File: config.mk
export PLATFORM = sky130hd
export DESIGN_NAME = mbr_read_path
export DESIGN_NICKNAME = d
export VERILOG_FILES = /design/src/rtl/mbr_pkg.sv /design/src/rtl/mbr_stream_if.sv /design/src/rtl/mbr_read_path.sv /design/src/rtl/mbr_fifo.sv
export SDC_FILE = /design/constraint.sdc
export NUM_CORES = 1
export LEC_CHECK = 0
export ABC_AREA = 1
export BUFFER_PORTS_ARGS = -buffer_cell sky130_fd_sc_hd__buf_2
export CAP_MARGIN = 20
export CELL_PAD_IN_SITES_DETAIL_PLACEMENT = 2
export CELL_PAD_IN_SITES_GLOBAL_PLACEMENT = 2
export CORE_UTILIZATION = 38
export CTS_BUF_LIST = sky130_fd_sc_hd__clkbuf_4 sky130_fd_sc_hd__clkbuf_8
export DETAILED_ROUTE_END_ITERATION = 8
export PLACE_DENSITY_LB_ADDON = 0.1
export SLEW_MARGIN = 20
export SYNTH_ARGS = -nofsm -noshare
export SYNTH_HDL_FRONTEND = slang
export SYNTH_SLANG_ARGS = --single-unit
File: constraint.sdc
create_clock -name sys_clk_i -period 2.6 [get_ports sys_clk_i]
set_input_delay 0.13 -clock sys_clk_i [delete_from_list [all_inputs] [get_ports sys_clk_i]]
set_output_delay 0.13 -clock sys_clk_i [all_outputs]
set_load 0.005 [all_outputs]
File: src/rtl/mbr_pkg.sv
// Purpose: Shared constants and types for the multi-lane buffer read path
// Assumes: Serial clock well below the system clock (see timing notes)
// Notes:   Dummy counts are given in serial clock periods

package mbr_pkg;

    // ---------------------------------------------------------------
    // Instruction codes
    // ---------------------------------------------------------------
    localparam logic [7:0] OP_DUAL_IO    = 8'hbb;
    localparam logic [7:0] OP_DUAL_IO_4B = 8'hbc;
    localparam logic [7:0] OP_QUAD_IO    = 8'heb;
    localparam logic [7:0] OP_QUAD_IO_4B = 8'hec;

    // ---------------------------------------------------------------
    // Geometry and phase lengths
    // ---------------------------------------------------------------
    localparam int          COL_W          = 16;
    localparam logic [15:0] BUF_LAST_COL   = 16'h07ff;
    localparam logic [15:0] COL_ZERO       = 16'h0000;
    localparam logic [4:0]  OPCODE_CLKS    = 5'h08;
    localparam logic [4:0]  ADDR_CLKS_DUAL = 5'h08;
    localparam logic [4:0]  ADDR_CLKS_QUAD = 5'h04;
    localparam logic [4:0]  DUMMY_DUAL     = 5'h04;
    localparam logic [4:0]  DUMMY_DUAL_4B  = 5'h0c;
    localparam logic [4:0]  DUMMY_QUAD     = 5'h04;
    localparam logic [4:0]  DUMMY_QUAD_4B  = 5'h0a;
    localparam logic [4:0]  DUMMY_CONT_ADD = 5'h04;
    localparam logic [3:0]  BITS_DUAL_REST = 4'h6;
    localparam logic [3:0]  BITS_QUAD_REST = 4'h4;
    localparam logic [3:0]  LANES_DUAL     = 4'h2;
    localparam logic [3:0]  LANES_QUAD     = 4'h4;
    localparam logic [3:0]  OE_N_DUAL      = 4'hc;
    localparam logic [3:0]  OE_N_QUAD      = 4'h0;
    localparam logic [3:0]  OE_N_OFF       = 4'hf;

    // ---------------------------------------------------------------
    // Byte buffer between fetch and shifter
    // ---------------------------------------------------------------
    localparam int FIFO_W     = 9;
    localparam int FIFO_DEPTH = 2;

    typedef enum {
        MBR_IDLE,
        MBR_OPCODE,
        MBR_ADDR,
        MBR_DUMMY,
        MBR_DATA,
        MBR_QUIET
    } mbr_state_t;

    function automatic logic [4:0] mbr_dummy(input logic [7:0] op,
                                             input logic       buf_mode);
        logic [4:0] n;
        n = DUMMY_DUAL;
        if (op == OP_DUAL_IO_4B) begin
            n = DUMMY_DUAL_4B;
        end else if (op == OP_QUAD_IO) begin
            n = DUMMY_QUAD;
        end else if (op == OP_QUAD_IO_4B) begin
            n = DUMMY_QUAD_4B;
        end
        if (!buf_mode) begin
            n = n + DUMMY_CONT_ADD;
        end
        return n;
    endfunction

endpackage

File: src/rtl/mbr_stream_if.sv
// Purpose: Valid/ready byte stream between fetch, buffer and shifter
// Assumes: One clock, one producer, one consumer
// Notes:   data[8] marks the last byte of the data buffer in buffer mode only

`timescale 1ns/1ns

interface mbr_stream_if;
    import mbr_pkg::*;
    logic              valid;
    logic              ready;
    logic [FIFO_W-1:0] data;
    modport src (output valid, output data, input  ready);
    modport snk (input  valid, input  data, output ready);
endinterface

File: src/rtl/mbr_read_path.sv
// Purpose: Multi-lane address-and-data read path of a serial NAND device
// Assumes: Serial clock at most one eighth of sys_clk_i
// Notes:   Buffer bytes are fetched from an outside data buffer
//
// Behaviour
// RULE_01: Opcode bbh takes the column and dummy on two lanes and returns data on two lanes.
// RULE_02: Opcode bch is the four-byte-address dual form with the same lane use as bbh.
// RULE_03: Opcode ebh takes address and dummy on four lanes and returns data on four lanes.
// RULE_04: Opcode ech is the four-byte-address quad form with the same lane use as ebh.
// RULE_05: The quad forms are refused unless the quad lane enable bit is 1.
// RULE_06: In buffer mode output starts at the given column and runs to the last buffer byte.
// RULE_07: In buffer mode the lanes float once the last buffer byte has gone out.
// RULE_08: In continuous mode the column is ignored and output starts at byte zero.
// RULE_09: In continuous mode the read rolls into the next page and runs through the array.
// RULE_10: Both quad forms are disabled while the protect-pin enable bit is 1.
// RULE_11: Bytes leave most significant bit first on falling edges, the address stepping per byte.
// RULE_12: Each instruction is framed by chip select low at the start and high at the end.
// RULE_13: Dummy counts depend on form and mode and the lanes turn around during them.

`timescale 1ns/1ns

module mbr_read_path
    import mbr_pkg::*;
(
    input  wire logic               sys_clk_i,
    input  wire logic               rstn_i,
    input  wire logic               spi_clk_i,
    input  wire logic               spi_cs_n_i,
    input  wire logic [3:0]         lane_i,
    output logic      [3:0]         lane_o,
    output logic      [3:0]         lane_oe_n_o,
    input  wire logic               quad_lane_enable_i,
    input  wire logic               protect_pin_enable_i,
    input  wire logic               buffer_mode_i,
    output logic                    rd_req_o,
    output logic      [COL_W-1:0]   rd_col_o,
    input  wire logic               rd_ack_i,
    input  wire logic [7:0]         rd_data_i,
    output logic                    page_next_o
);
    import mbr_pkg::*;

    // ---------------------------------------------------------------
    // Pin synchronisers
    // ---------------------------------------------------------------
    logic [5:0] sync_a;
    logic [5:0] sync_b;
    logic       clk_q;

    always_ff @(posedge sys_clk_i or negedge rstn_i) begin
        if (!rstn_i) begin
            // Clock bit resets to its idle low level, so no false rise
            sync_a <= 6'h20;
            sync_b <= 6'h20;
            clk_q  <= 1'b0;
        end else begin
            sync_a <= {spi_cs_n_i, spi_clk_i, lane_i};
            sync_b <= sync_a;
            clk_q  <= sync_b[4];
        end
    end

    logic       cs_idle;
    logic       rise;
    logic       fall;
    logic [3:0] lanes;

    assign cs_idle = sync_b[5];
    assign lanes   = sync_b[3:0];
    assign rise    = sync_b[4] && !clk_q && !cs_idle;
    assign fall    = !sync_b[4] && clk_q && !cs_idle;

    // ---------------------------------------------------------------
    // Instruction sequencer
    // ---------------------------------------------------------------
    mbr_state_t       state;
    logic [7:0]       opcode;
    logic [COL_W-1:0] col;
    logic [4:0]       cnt;
    logic [4:0]       dummy_n;
    logic             quad;
    logic             buf_mode;
    logic [7:0]       next_opcode;
    logic [3:0]       bits_left;
    logic             sent_last;
    logic             data_end;

    assign next_opcode = {opcode[6:0], lanes[0]};
    assign data_end    = fall && state == MBR_DATA
                         && bits_left == 4'h0 && sent_last;

    always_ff @(posedge sys_clk_i or negedge rstn_i) begin
        if (!rstn_i) begin
            state    <= MBR_IDLE;
            opcode   <= 8'h00;
            col      <= COL_ZERO;
            cnt      <= 5'h00;
            dummy_n  <= 5'h00;
            quad     <= 1'b0;
            buf_mode <= 1'b0;
        end else if (cs_idle) begin
            state <= MBR_IDLE; // RULE_12
            cnt   <= 5'h00;
        end else begin
            case (state)
            MBR_IDLE: begin
                state <= MBR_OPCODE;
            end
            MBR_OPCODE: begin
                if (rise) begin
                    opcode <= next_opcode;
                    cnt    <= cnt + 5'h01;
                    if (cnt == OPCODE_CLKS - 5'h01) begin
                        cnt      <= 5'h00;
                        buf_mode <= buffer_mode_i;
                        if (next_opcode == OP_DUAL_IO
                            || next_opcode == OP_DUAL_IO_4B) begin
                            quad  <= 1'b0; // RULE_01 RULE_02
                            state <= MBR_ADDR;
                        end else if ((next_opcode == OP_QUAD_IO
                                      || next_opcode == OP_QUAD_IO_4B)
                                     && quad_lane_enable_i // RULE_05
                                     && !protect_pin_enable_i) begin // RULE_10
                            quad  <= 1'b1; // RULE_03 RULE_04
                            state <= MBR_ADDR;
                        end else begin
                            state <= MBR_QUIET;
                        end
                    end
                end
            end
            MBR_ADDR: begin
                if (rise) begin
                    cnt <= cnt + 5'h01;
                    if (quad) begin
                        col <= {col[COL_W-5:0], lanes}; // RULE_03
                    end else begin
                        col <= {col[COL_W-3:0], lanes[1:0]}; // RULE_01
                    end
                    if (cnt == (quad ? ADDR_CLKS_QUAD : ADDR_CLKS_DUAL)
                               - 5'h01) begin
                        cnt     <= 5'h00;
                        dummy_n <= mbr_dummy(opcode, buf_mode); // RULE_13
                        state   <= MBR_DUMMY;
                    end
                end
            end
            MBR_DUMMY: begin
                if (rise) begin
                    cnt <= cnt + 5'h01;
                    if (cnt == dummy_n - 5'h01) begin
                        state <= MBR_DATA; // RULE_13
                    end
                end
            end
            MBR_DATA: begin
                if (data_end) begin
                    state <= MBR_QUIET; // RULE_07
                end
            end
            default: begin
                state <= MBR_QUIET;
            end
            endcase
        end
    end

    // ---------------------------------------------------------------
    // Buffer fetch, run ahead of the shifter through a small buffer
    // ---------------------------------------------------------------
    mbr_stream_if fill ();
    mbr_stream_if drain ();

    logic             fetch_on;
    logic             fetch_done;
    logic [COL_W-1:0] fetch_col;
    logic             is_last;

    assign is_last    = (fetch_col == BUF_LAST_COL);
    assign fill.valid = rd_req_o && rd_ack_i;
    assign fill.data  = {is_last && buf_mode, rd_data_i};

    always_ff @(posedge sys_clk_i or negedge rstn_i) begin
        if (!rstn_i) begin
            fetch_on    <= 1'b0;
            fetch_done  <= 1'b0;
            fetch_col   <= COL_ZERO;
            rd_req_o    <= 1'b0;
            rd_col_o    <= COL_ZERO;
            page_next_o <= 1'b0;
        end else begin
            page_next_o <= 1'b0;
            if (cs_idle) begin
                fetch_on   <= 1'b0;
                fetch_done <= 1'b0;
                rd_req_o   <= 1'b0;
            end else if (state == MBR_DUMMY && !fetch_on && !fetch_done) begin
                fetch_on  <= 1'b1;
                fetch_col <= buf_mode ? col : COL_ZERO; // RULE_06 RULE_08
            end else if (fetch_on) begin
                if (!rd_req_o && fill.ready) begin
                    rd_req_o <= 1'b1;
                    rd_col_o <= fetch_col;
                end else if (fill.valid && fill.ready) begin
                    rd_req_o  <= 1'b0;
                    fetch_col <= fetch_col + 16'h0001; // RULE_11
                    if (is_last) begin
                        if (buf_mode) begin
                            fetch_on   <= 1'b0; // RULE_06
                            fetch_done <= 1'b1;
                        end else begin
                            fetch_col   <= COL_ZERO; // RULE_09
                            page_next_o <= 1'b1;
                        end
                    end
                end
            end
        end
    end

    // Flushed on every frame end so no stale byte leaks into the next read
    mbr_fifo u_fifo (
        .sys_clk_i (sys_clk_i),
        .rstn_i    (rstn_i),
        .flush_i   (cs_idle),
        .wr        (fill),
        .rd        (drain)
    );

    // ---------------------------------------------------------------
    // Output shifter
    // ---------------------------------------------------------------
    logic [7:0] shreg;
    logic       load;
    logic [7:0] byte_in;

    assign load        = fall && state == MBR_DATA
                         && bits_left == 4'h0 && !sent_last;
    assign drain.ready = load;
    // An empty buffer gives zeros rather than stalling the host clock
    assign byte_in     = drain.valid ? drain.data[7:0] : 8'h00;

    always_ff @(posedge sys_clk_i or negedge rstn_i) begin
        if (!rstn_i) begin
            shreg       <= 8'h00;
            bits_left   <= 4'h0;
            sent_last   <= 1'b0;
            lane_o      <= 4'h0;
            lane_oe_n_o <= OE_N_OFF;
        end else if (cs_idle || data_end) begin
            bits_left   <= 4'h0;
            sent_last   <= 1'b0;
            lane_oe_n_o <= OE_N_OFF; // RULE_07 RULE_13
        end else if (load) begin
            sent_last <= drain.valid && drain.data[8]; // RULE_07
            if (quad) begin
                lane_o      <= byte_in[7:4]; // RULE_11
                shreg       <= {byte_in[3:0], 4'h0};
                bits_left   <= BITS_QUAD_REST;
                lane_oe_n_o <= OE_N_QUAD; // RULE_03
            end else begin
                lane_o      <= {2'b00, byte_in[7:6]}; // RULE_11
                shreg       <= {byte_in[5:0], 2'b00};
                bits_left   <= BITS_DUAL_REST;
                lane_oe_n_o <= OE_N_DUAL; // RULE_01
            end
        end else if (fall && state == MBR_DATA && bits_left != 4'h0) begin
            if (quad) begin
                lane_o    <= shreg[7:4];
                shreg     <= {shreg[3:0], 4'h0};
                bits_left <= bits_left - LANES_QUAD;
            end else begin
                lane_o    <= {2'b00, shreg[7:6]};
                shreg     <= {shreg[5:0], 2'b00};
                bits_left <= bits_left - LANES_DUAL;
            end
        end
    end

endmodule

File: src/rtl/mbr_fifo.sv
// Purpose: Two-entry byte buffer with valid and ready on both sides
// Assumes: Flush has priority over push and pop
// Notes:   Full and empty come straight from the entry count

`timescale 1ns/1ns

module mbr_fifo (
    input  wire logic   sys_clk_i,
    input  wire logic   rstn_i,
    input  wire logic   flush_i,
    mbr_stream_if.snk   wr,
    mbr_stream_if.src   rd
);
    import mbr_pkg::*;

    logic [FIFO_W-1:0] mem [FIFO_DEPTH];
    logic              wr_ptr;
    logic              rd_ptr;
    logic [1:0]        count;
    logic              push;
    logic              pop;

    assign wr.ready = (count != 2'h2);
    assign rd.valid = (count != 2'h0);
    assign rd.data  = mem[rd_ptr];
    assign push     = wr.valid && wr.ready;
    assign pop      = rd.valid && rd.ready;

    always_ff @(posedge sys_clk_i) begin
        if (push) begin
            mem[wr_ptr] <= wr.data;
        end
    end

    always_ff @(posedge sys_clk_i or negedge rstn_i) begin
        if (!rstn_i) begin
            wr_ptr <= 1'b0;
            rd_ptr <= 1'b0;
            count  <= 2'h0;
        end else if (flush_i) begin
            wr_ptr <= 1'b0;
            rd_ptr <= 1'b0;
            count  <= 2'h0;
        end else begin
            if (push) begin
                wr_ptr <= ~wr_ptr;
            end
            if (pop) begin
                rd_ptr <= ~rd_ptr;
            end
            count <= count + {1'b0, push} - {1'b0, pop};
        end
    end

endmodule

[Word-level counts from Yosys, hierarchy flattened]
Memories as Yosys holds them, arrays and structs flattened.
Cells that the tools add are included.
Storage, ports and cells
  latch bits: 0
  memories kept: 1
  RAM bits: 18
  bits in registers: 142
  memory bits (read-only): 0
  word-level logic and storage cells: 214
  bits of input ports: 20
Cells by class
  $lt $le $gt $ge: 0
  bitwise logic cells: 5
  divide/modulo/power cells: 0
  shifts and indexed selects: 0
  mux-type cells: 88
  reduce and logical (&&, ||, !) cells: 59
  multiply operators: 0
  $add $sub $neg: 9
  equality and inequality tests: 28
Memories
  u_fifo.mem: words 2, bits a word 9, rd ports 1, clocked after memory_dff 0, write ports 1, line mbr_fifo.sv:16  | logic [FIFO_W-1:0] mem [FIFO_DEPTH];
Operators by type and width (count)
  32-bit two-way mux: 8
  32-bit case mux with 5 select lines: 1
  16-bit two-way mux: 8
  32-bit by 2-bit equality test with 1-bit output (second input constant): 2
  32-bit by 3-bit equality test with 1-bit output (second input constant): 2
  4-bit two-way mux: 15
  8-bit equality test (second input constant): 7
  5-bit two-way mux: 11
  8-bit two-way mux: 5
  1-bit two-way mux: 35
  32-bit by 1-bit equality test with 1-bit output (second input constant): 1
  32-bit by 4-bit equality test with 1-bit output (second input constant): 1
  32-bit zero test: 1
  2-bit nonzero test: 11
  3-bit inequality test (second input constant): 7
  4-bit AND reduction: 5
  1-bit logical AND: 19
  16-bit by 1-bit adder with 16-bit output (second input constant): 1
  16-bit by 11-bit equality test with 1-bit output (second input constant): 1
  5-bit case mux with 3 select lines: 1
  5-bit equality test: 2
  3-bit AND reduction: 3
  1-bit zero test: 8
  2-bit inequality test (second input constant): 4
  other kinds (20): 30

[Longest topological paths before layout]
Gate-level depths: netlist of run 1.
  depth in word-level cells: 10
  gate-level depth with buffers: 13
  gate-level depth less buffers: 13

[Cells and area by module]
From an unflattened synthesis of run 1, not the netlist that was laid out.
Unflattened totals
  cells, all modules: 764
  area total of the unflattened synthesis: 6236.0 um2
Modules (own cells, without submodules)
  mbr_read_path: sequential area each 2582.5 um2, cells an instance 684, area each 5327.6 um2, instances 1
  mbr_fifo: sequential area each 640.6 um2, cells an instance 80, area each 908.4 um2, instances 1

[Worst setup path before layout of run 1]
No wires, ideal clock.
  kind: register to register
  start: reg sync_b[5]
  end: reg u_fifo.count[1]
  setup time: 118 ps
  arrival: 1739 ps
  buffers on the path: 1
  stages on the path, launching flop included: 12
  path slack: 743 ps
  data required time: 2482 ps
  period minus slack after synthesis: 1857 ps
  path through: dfstp_2 buf_4 clkinv_4 nand3_1 nor2_4 nand3_4 nor2_4 ha_1 inv_1 ha_1 xor2_1 nor2_1
On the way
  longest elaborated chain between the ends: 8
Ends and longest elaborated chain
  from (decl): line mbr_read_path.sv:47  | logic [5:0] sync_b;
  from (signal assigned): line mbr_read_path.sv:58  | sync_b <= sync_a;
  1-bit zero test: line mbr_read_path.sv:71  | assign fall = !sync_b[4] && clk_q && !cs_idle;
  1-bit logical AND: line mbr_read_path.sv:71
  1-bit logical AND: line mbr_read_path.sv:237  | assign load = fall && state == MBR_DATA
  1-bit logical AND (2 in series): line mbr_read_path.sv:238  | && bits_left == 4'h0 && !sent_last;
  1-bit logical AND: line mbr_fifo.sv:27  | assign pop = rd.valid && rd.ready;
  2-bit by 1-bit subtractor with 2-bit output: line mbr_fifo.sv:51  | count <= count + {1'b0, push} - {1'b0, pop};
  2-bit two-way mux *: line mbr_fifo.sv:40  | end else if (flush_i) begin
  to (signal assigned): line mbr_fifo.sv:51
  to (decl): line mbr_fifo.sv:19  | logic [1:0] count;
Mark *: on every way between the ends. The rest lies on a longest branch, timed or not.
A chain may end at the register's enable or synchronous reset.

[Worst setup path in the final report of run 1]
Ends and elaborated chain as after synthesis.

==> results.yml, run 1 <==
timing:
  rsz0062_at_grt: "false"
  hold_viol_final: 0
  fin_skew_ns: 0.0102
  tns_ns: 0
  post-route-min-period_ns: 2.22
  drv_slew: 0
  holdWs_ns: 0.200
  max_slew_margin_pct: 47.8
  max_freq_mhz: 449
  period_share_pct: 85.6
  tightest_slew_ns: 0.783
  finalSetupViolations: 0
die:
  dieArea_um2: 16500
  die_h_um: 129
  row_count: 45
  die_w_um: 129
  coreArea_um2: 15400
  initial_utilization_pct: 39.5
  pin_count: 46
clock_tree:
  cts_root_buffer: "clkbuf_8"
  clock_sinks: 125
  clkLatencyLatePin_ns: 0.45
  clk_pin_slew_ns: 0.08
  htree_levels: 4
  numCtsBuffers: 17
  postCtsSetupRepairBufs: 0
  cts_tree: "done"
  clockBufferDepth: 2
setup_path:
  cp_data_arrival_time_ns: 2.56
  worstPathCellList: "clkinv_4, nand3_1, nor2_4, nand3_4, nor2_4, ha_1, inv_1, ha_1, xor2_1, nor2_1"
  worstPathMaxFanout: 17
  cpMaxStageDelayCell: "dfstp_2"
  max_stage_delay_ns: 0.67
  end_kind: "flip-flop"
  cp-start-kind: "flip-flop"
  required_ns: 2.93
  path_class: "flip-flop to flip-flop"
  path_delay_family: "flip-flops"
  r2r_setup_slack_ns: 0.38
  crit_buf_inv: 2
detailed_routing:
  ant_nets: 0
  viasPerCell: 5.17
  drcViolationCount: 0
  vias: 5235
  firstDrtPassIters: 4
  drt_wl_total_mm: 18.4
  wl_per_cell_um: 18.2
  drt_iter0_drc: 236
synth:
  syn-cell-area_um2: 6090
  synth_compound_area_share_pct: 13.3
  async_flop_share_pct: 85.6
  synthTopCellsByArea: "dfrtp_1, nand2_1, edfxtp_1, inv_1, o21ai_0"
  synth_top_area_share_pct: 42.3
  ys.flop_type: "dfrtp_1"
  ys_top_cells_by_count: "nand2_1, dfrtp_1, inv_1, o21ai_0, nor2_1"
  ys_ff_latch: 125
  post_synth_and_or_nand_nor_area_fraction_pct: 22.2
  muxShareOfSynthArea_pct: 0.534
  synth.most_common_cell: "nand2_1"
  yosysWarningCount: 0
  synth_top_family_by_area: "simple AND/OR/NAND/NOR gates"
  synth.avg_cell_area_um2: 8.48
  synth-edff-count: 18
  ys_types: 46
  syn_nets: 746
  synthXorXnorAreaFrac_pct: 1.29
  syn_inst: 718
  synthAdderAreaFrac_pct: 1.64
  synth_top_area_cell: "dfrtp_1"
  seq_area_frac_synth_pct: 52.9
layout:
  syn_to_final_growth_pct: 16.6
  fin_nets: 816
  antennaDiodeCount: 0
  drive_gt1_share_pct: 14.5
status:
  status: "finished, final reports clean"
grt:
  grt_pass1_wl_mm: 30.6
  track_usage_pct: 24.2
  grt_start_max_net_pins: 58
  first_global_vias: 6009
  grt_remaining_overflow: 0
  antenna_found_initial: 0
power_and_ir_drop:
  p_leak_nw: 3.34
  irDropWorstVdd_mv: 0.362
  power_density_nw_per_um2: 643
place:
  gp_congestion: 0.799
  hpwl_mm: 13.0
  portBuffers: 45
run:
  max_cap_violations: 0
min_path:
  hold_class: "input pin to flip-flop"
==> where the power goes <==
group / internal [W] / leakage (nW) / switching (W)
Combinational: 0.000204 / 1.62 / 0.000346
Clock: 0.000906 / 0.199 / 0.000881
Sequential: 0.00212 / 1.52 / 0.000114
==> what timing repair did <==
item	4_1_cts	5_1_grt
hold buffers	16	0
hold endpoints to repair	73	0
resized for setup	0	0
==> state kept, by name (all words and copies together), names as in the netlist, 4 cells and up <==
signal / flops
u_fifo.mem: 18
col: 16
fetch_col: 16
rd_col_o: 16
opcode: 8
shreg: 6
sync_a: 6
sync_b: 6
cnt: 5
dummy_n: 4
lane_o: 4
==> layer usage <==
| metal | share of wire, % | vias up | wire length, um | track usage, % |
|---|---|---|---|---|
| li1 | - | 2493 | - | - |
| met1 | 43 | 2661 | 7930 | 28.3 |
| met2 | 53 | 59 | 9800 | 44.4 |
| met3 | 2.0 | 22 | 360 | 4.99 |
| met4 | 1.7 | 0 | 311 | 7.61 |
| met5 | 0 | - | 0 | 0 |
==> metrics by stage <==
stage          total power (W)  instance area [um2]  worst slack [ns]  std cells  util [%]
2_1_floorplan          0.00257                 6090             0.743        718         -
3_3_place_gp           0.00275                 6540             0.543        964      42.4
3_5_place_dp           0.00280                 6540             0.404        964      42.4
4_1_cts                0.00460                 7100             0.356       1012      46.0
5_1_grt                0.00477                 7100             0.195       1012      46.0
6_report               0.00457                 7100             0.375       1012      46.0
==> area by class of cell <==
type,instances,area [um2]
fill,1746,8330
sequential,125,3220
multi-input combinational,472,2370
timing repair buffer,70,455
inverter,102,389
tap,211,264
clock buffer,19,262
clock inverter,13,139
==> worst register-to-register path, delay by kind of cell (launching register included) <==
family	cells	cell delay (ns)
simple gates	5	0.53
xor+xnor	1	0.17
fa+ha+maj	2	0.52
flops	1	0.67
buf+inv	2	0.24
==> kinds of logic (layout without fill, tap and decap cells) <==
| family | Yosys count | after routing |
|---|---|---|
| AND/OR/NAND/NOR | 312 | 312 |
| AO/OA/AOI/OAI | 140 | 140 |
| flip-flops | 125 | 125 |
| multiplexers | 3 | 3 |
| XOR/XNOR | 9 | 9 |
| buffers and inverters | 121 | 204 |
| adder cells (fa/ha/maj) | 8 | 8 |
==> path summary, 6_finish.rpt <==
kind                            cells after the start                        end           startpoint
worst max-delay path                               10  u_fifo.count[1]$_DFF_PN0_  sync_b[5]$_DFF_PN1_
worst min-delay path                                5  u_fifo.wr_ptr$_DFFE_PN0P_             rd_ack_i
worst max register to register                     10  u_fifo.count[1]$_DFF_PN0_  sync_b[5]$_DFF_PN1_
worst min register to register                      0        sync_b[1]$_DFF_PN0_  sync_a[1]$_DFF_PN0_
max in group asynchronous                           3        col[11]$_DFFE_PN0P_               rstn_i
min in group asynchronous                           2         cnt[1]$_DFFE_PN0P_               rstn_i
==> placed cells by master (no fill, tap or decap), types with 2 or more instances in the layout <==
cell type,count
buf_2,44
mux2_2,2
nand2_2,3
o21ai_1,5
a22oi_1,4
o22ai_1,10
o21ai_0,69
dfrtp_1,103
clkinv_4,3
nor2_4,3
buf_4,10
o211ai_1,15
nor4_1,2
xnor2_1,2
o31ai_1,2
or2_2,3
nor3_1,6
inv_6,2
ha_1,8
edfxtp_1,18
clkbuf_8,19
a21oi_1,22
nor2_1,68
nand3_1,42
nand2_1,165
clkinvlp_4,3
bufinv_16,2
nand4_1,16
dlygate4sd3_1,16
a31oi_1,2
o21ai_2,4
inv_1,96
dfstp_2,4
inv_2,3
xor2_1,7
clkinv_2,4
Note: power is estimated with default switching activity, not from simulation.
==> run 2, diff against run 1 <==
clock period = 2.25 ns   (was 2.6 ns; I/O delays follow)
==> results.yml, run 2 (same netlist as run 1, synthesis figures left out) <==
setup_path:
  crit_buf_inv: 4
  cp_data_arrival_time_ns: 2.59
  cp-start-kind: "flip-flop"
  worstPathCellList: "inv_1, ha_1, inv_1, nor2_2, inv_1, o21ai_2, inv_2, nand2_1, o22ai_1, nor2_1"
  critPathMostFrequentCell: "inv_1"
  cpMaxStageDelayCell: "dfrtp_1"
  required_ns: 2.64
  worstPathMaxFanout: 10
  path_class: "flip-flop to flip-flop"
  path_delay_family: "simple AND/OR/NAND/NOR gates"
  end_kind: "flip-flop"
  max_stage_delay_ns: 0.38
layout:
  top_register: "u_fifo.mem"
  drive_gt1_share_pct: 15.2
  antennaDiodeCount: 0
  layout_commonest_cell: "nand2_1"
  design_area_um2: 7190
  fin_util_pct: 46.6
  final_cell_mix: "nand2_1, dfrtp_1, inv_1, o21ai_0, nor2_1"
  syn_to_final_growth_pct: 18.1
  largest_reg_flops: 18
  fin_nets: 822
power_and_ir_drop:
  power_density_nw_per_um2: 761
  p_leak_nw: 3.38
  irDropWorstVdd_mv: 0.386
die:
  initial_utilization_pct: 39.5
  pin_count: 46
  row_count: 45
  coreArea_um2: 15400
  dieArea_um2: 16500
  die_w_um: 129
  die_h_um: 129
min_path:
  hold_class: "input pin to flip-flop"
detailed_routing:
  drcViolationCount: 0
  ant_nets: 0
  vias: 5305
  wl_per_cell_um: 19.0
  drt_iter0_drc: 213
  firstDrtPassIters: 4
  viasPerCell: 5.21
  drt_wl_total_mm: 19.4
place:
  portBuffers: 45
  hpwl_mm: 13.6
  pre_cts_slack_ns: 0.141
  placed_area_um2: 6590
  gp_congestion: 0.827
timing:
  tightest_slew_ns: 0.648
  hold_viol_final: 0
  max_slew_margin_pct: 56.8
  holdWs_ns: 0.164
  drv_slew: 0
  max_freq_mhz: 454
  finalSetupViolations: 0
  rsz0062_at_grt: "true"
  post-route-min-period_ns: 2.20
  fin_skew_ns: 0.0105
  period_share_pct: 97.9
  setup_slack_ns: 0.0470
clock_tree:
  numCtsBuffers: 17
  cts_root_buffer: "clkbuf_8"
  cts_tree: "done"
  htree_levels: 4
  clk_pin_slew_ns: 0.08
  clockBufferDepth: 2
  clock_sinks: 125
  postCtsSetupRepairBufs: 0
  clkLatencyLatePin_ns: 0.46
grt:
  track_usage_pct: 25.2
  grt_start_max_net_pins: 46
  antenna_found_initial: 0
  grt_remaining_overflow: 0
  grt_pass1_wl_mm: 31.5
  first_global_vias: 5996
run:
  max_cap_violations: 0
status:
  status: "finished, final reports clean"
==> run 2: what timing repair did <==
item | in CTS | in global routing
endpoints found under the setup margin | 0 | 10
resized for setup | 0 | 1
hold endpoints to repair | 64 | 0
hold buffers | 16 | 0
==> run 2: layer usage <==
metal	up-vias	share of wire, %	global-route usage (%)
met4	0	1.5	7.20
li1	2503	-	-
met3	20	2.5	4.82
met1	2708	43	29.8
met2	74	53	46.3
met5	-	0	0
==> run 2: final timing paths <==
path | start | end | slack [ns] | depth (start not counted)
worst max-delay path | bits_left[2]$_DFFE_PN0P_ | shreg[5]$_DFFE_PN0P_ | 0.05 | 10
max in group asynchronous | rstn_i | rd_col_o[7]$_DFFE_PN0P_ | 1.20 | 3
worst min-delay path | rd_ack_i | page_next_o$_DFF_PN0_ | 0.16 | 5
worst max register to register | bits_left[2]$_DFFE_PN0P_ | shreg[5]$_DFFE_PN0P_ | 0.05 | 10
min in group asynchronous | rstn_i | sync_b[4]$_DFF_PN0_ | 0.22 | 2
worst min register to register | sync_a[1]$_DFF_PN0_ | sync_b[1]$_DFF_PN0_ | 0.36 | 0
==> run 2: area by class of cell <==
| type | instances | area (um2) |
|---|---|---|
| inverters | 102 | 389 |
| well taps | 211 | 264 |
| flip-flops and latches | 125 | 3220 |
| clock buffers | 21 | 277 |
| clock inverters | 11 | 165 |
| multi-input cells | 472 | 2370 |
| fillers | 1743 | 8230 |
| repair buffers | 76 | 500 |
==> run 2: power breakdown <==
group          switching (W)  internal (W)
Combinational       0.000412      0.000238
Clock               0.000964       0.00128
Sequential          0.000130       0.00245
==> run 2: worst reg2reg max path: cells and delay by family, from the launching register on <==
family,cells,cell delay [ns]
AND/OR/NAND/NOR,3,0.62
adder cells (fa/ha/maj),1,0.16
flip-flops,1,0.38
AO/OA/AOI/OAI,2,0.48
buffers and inverters,4,0.50
==> run 2: stage by stage <==
stage	power, W	std cells	TNS [ns]
floorplan	0.00297	718	0
global placement	0.00318	970	0
detailed placement	0.00325	970	0
CTS	0.00553	1018	0
global route	0.00572	1018	-0.431
finish	0.00547	1018	0
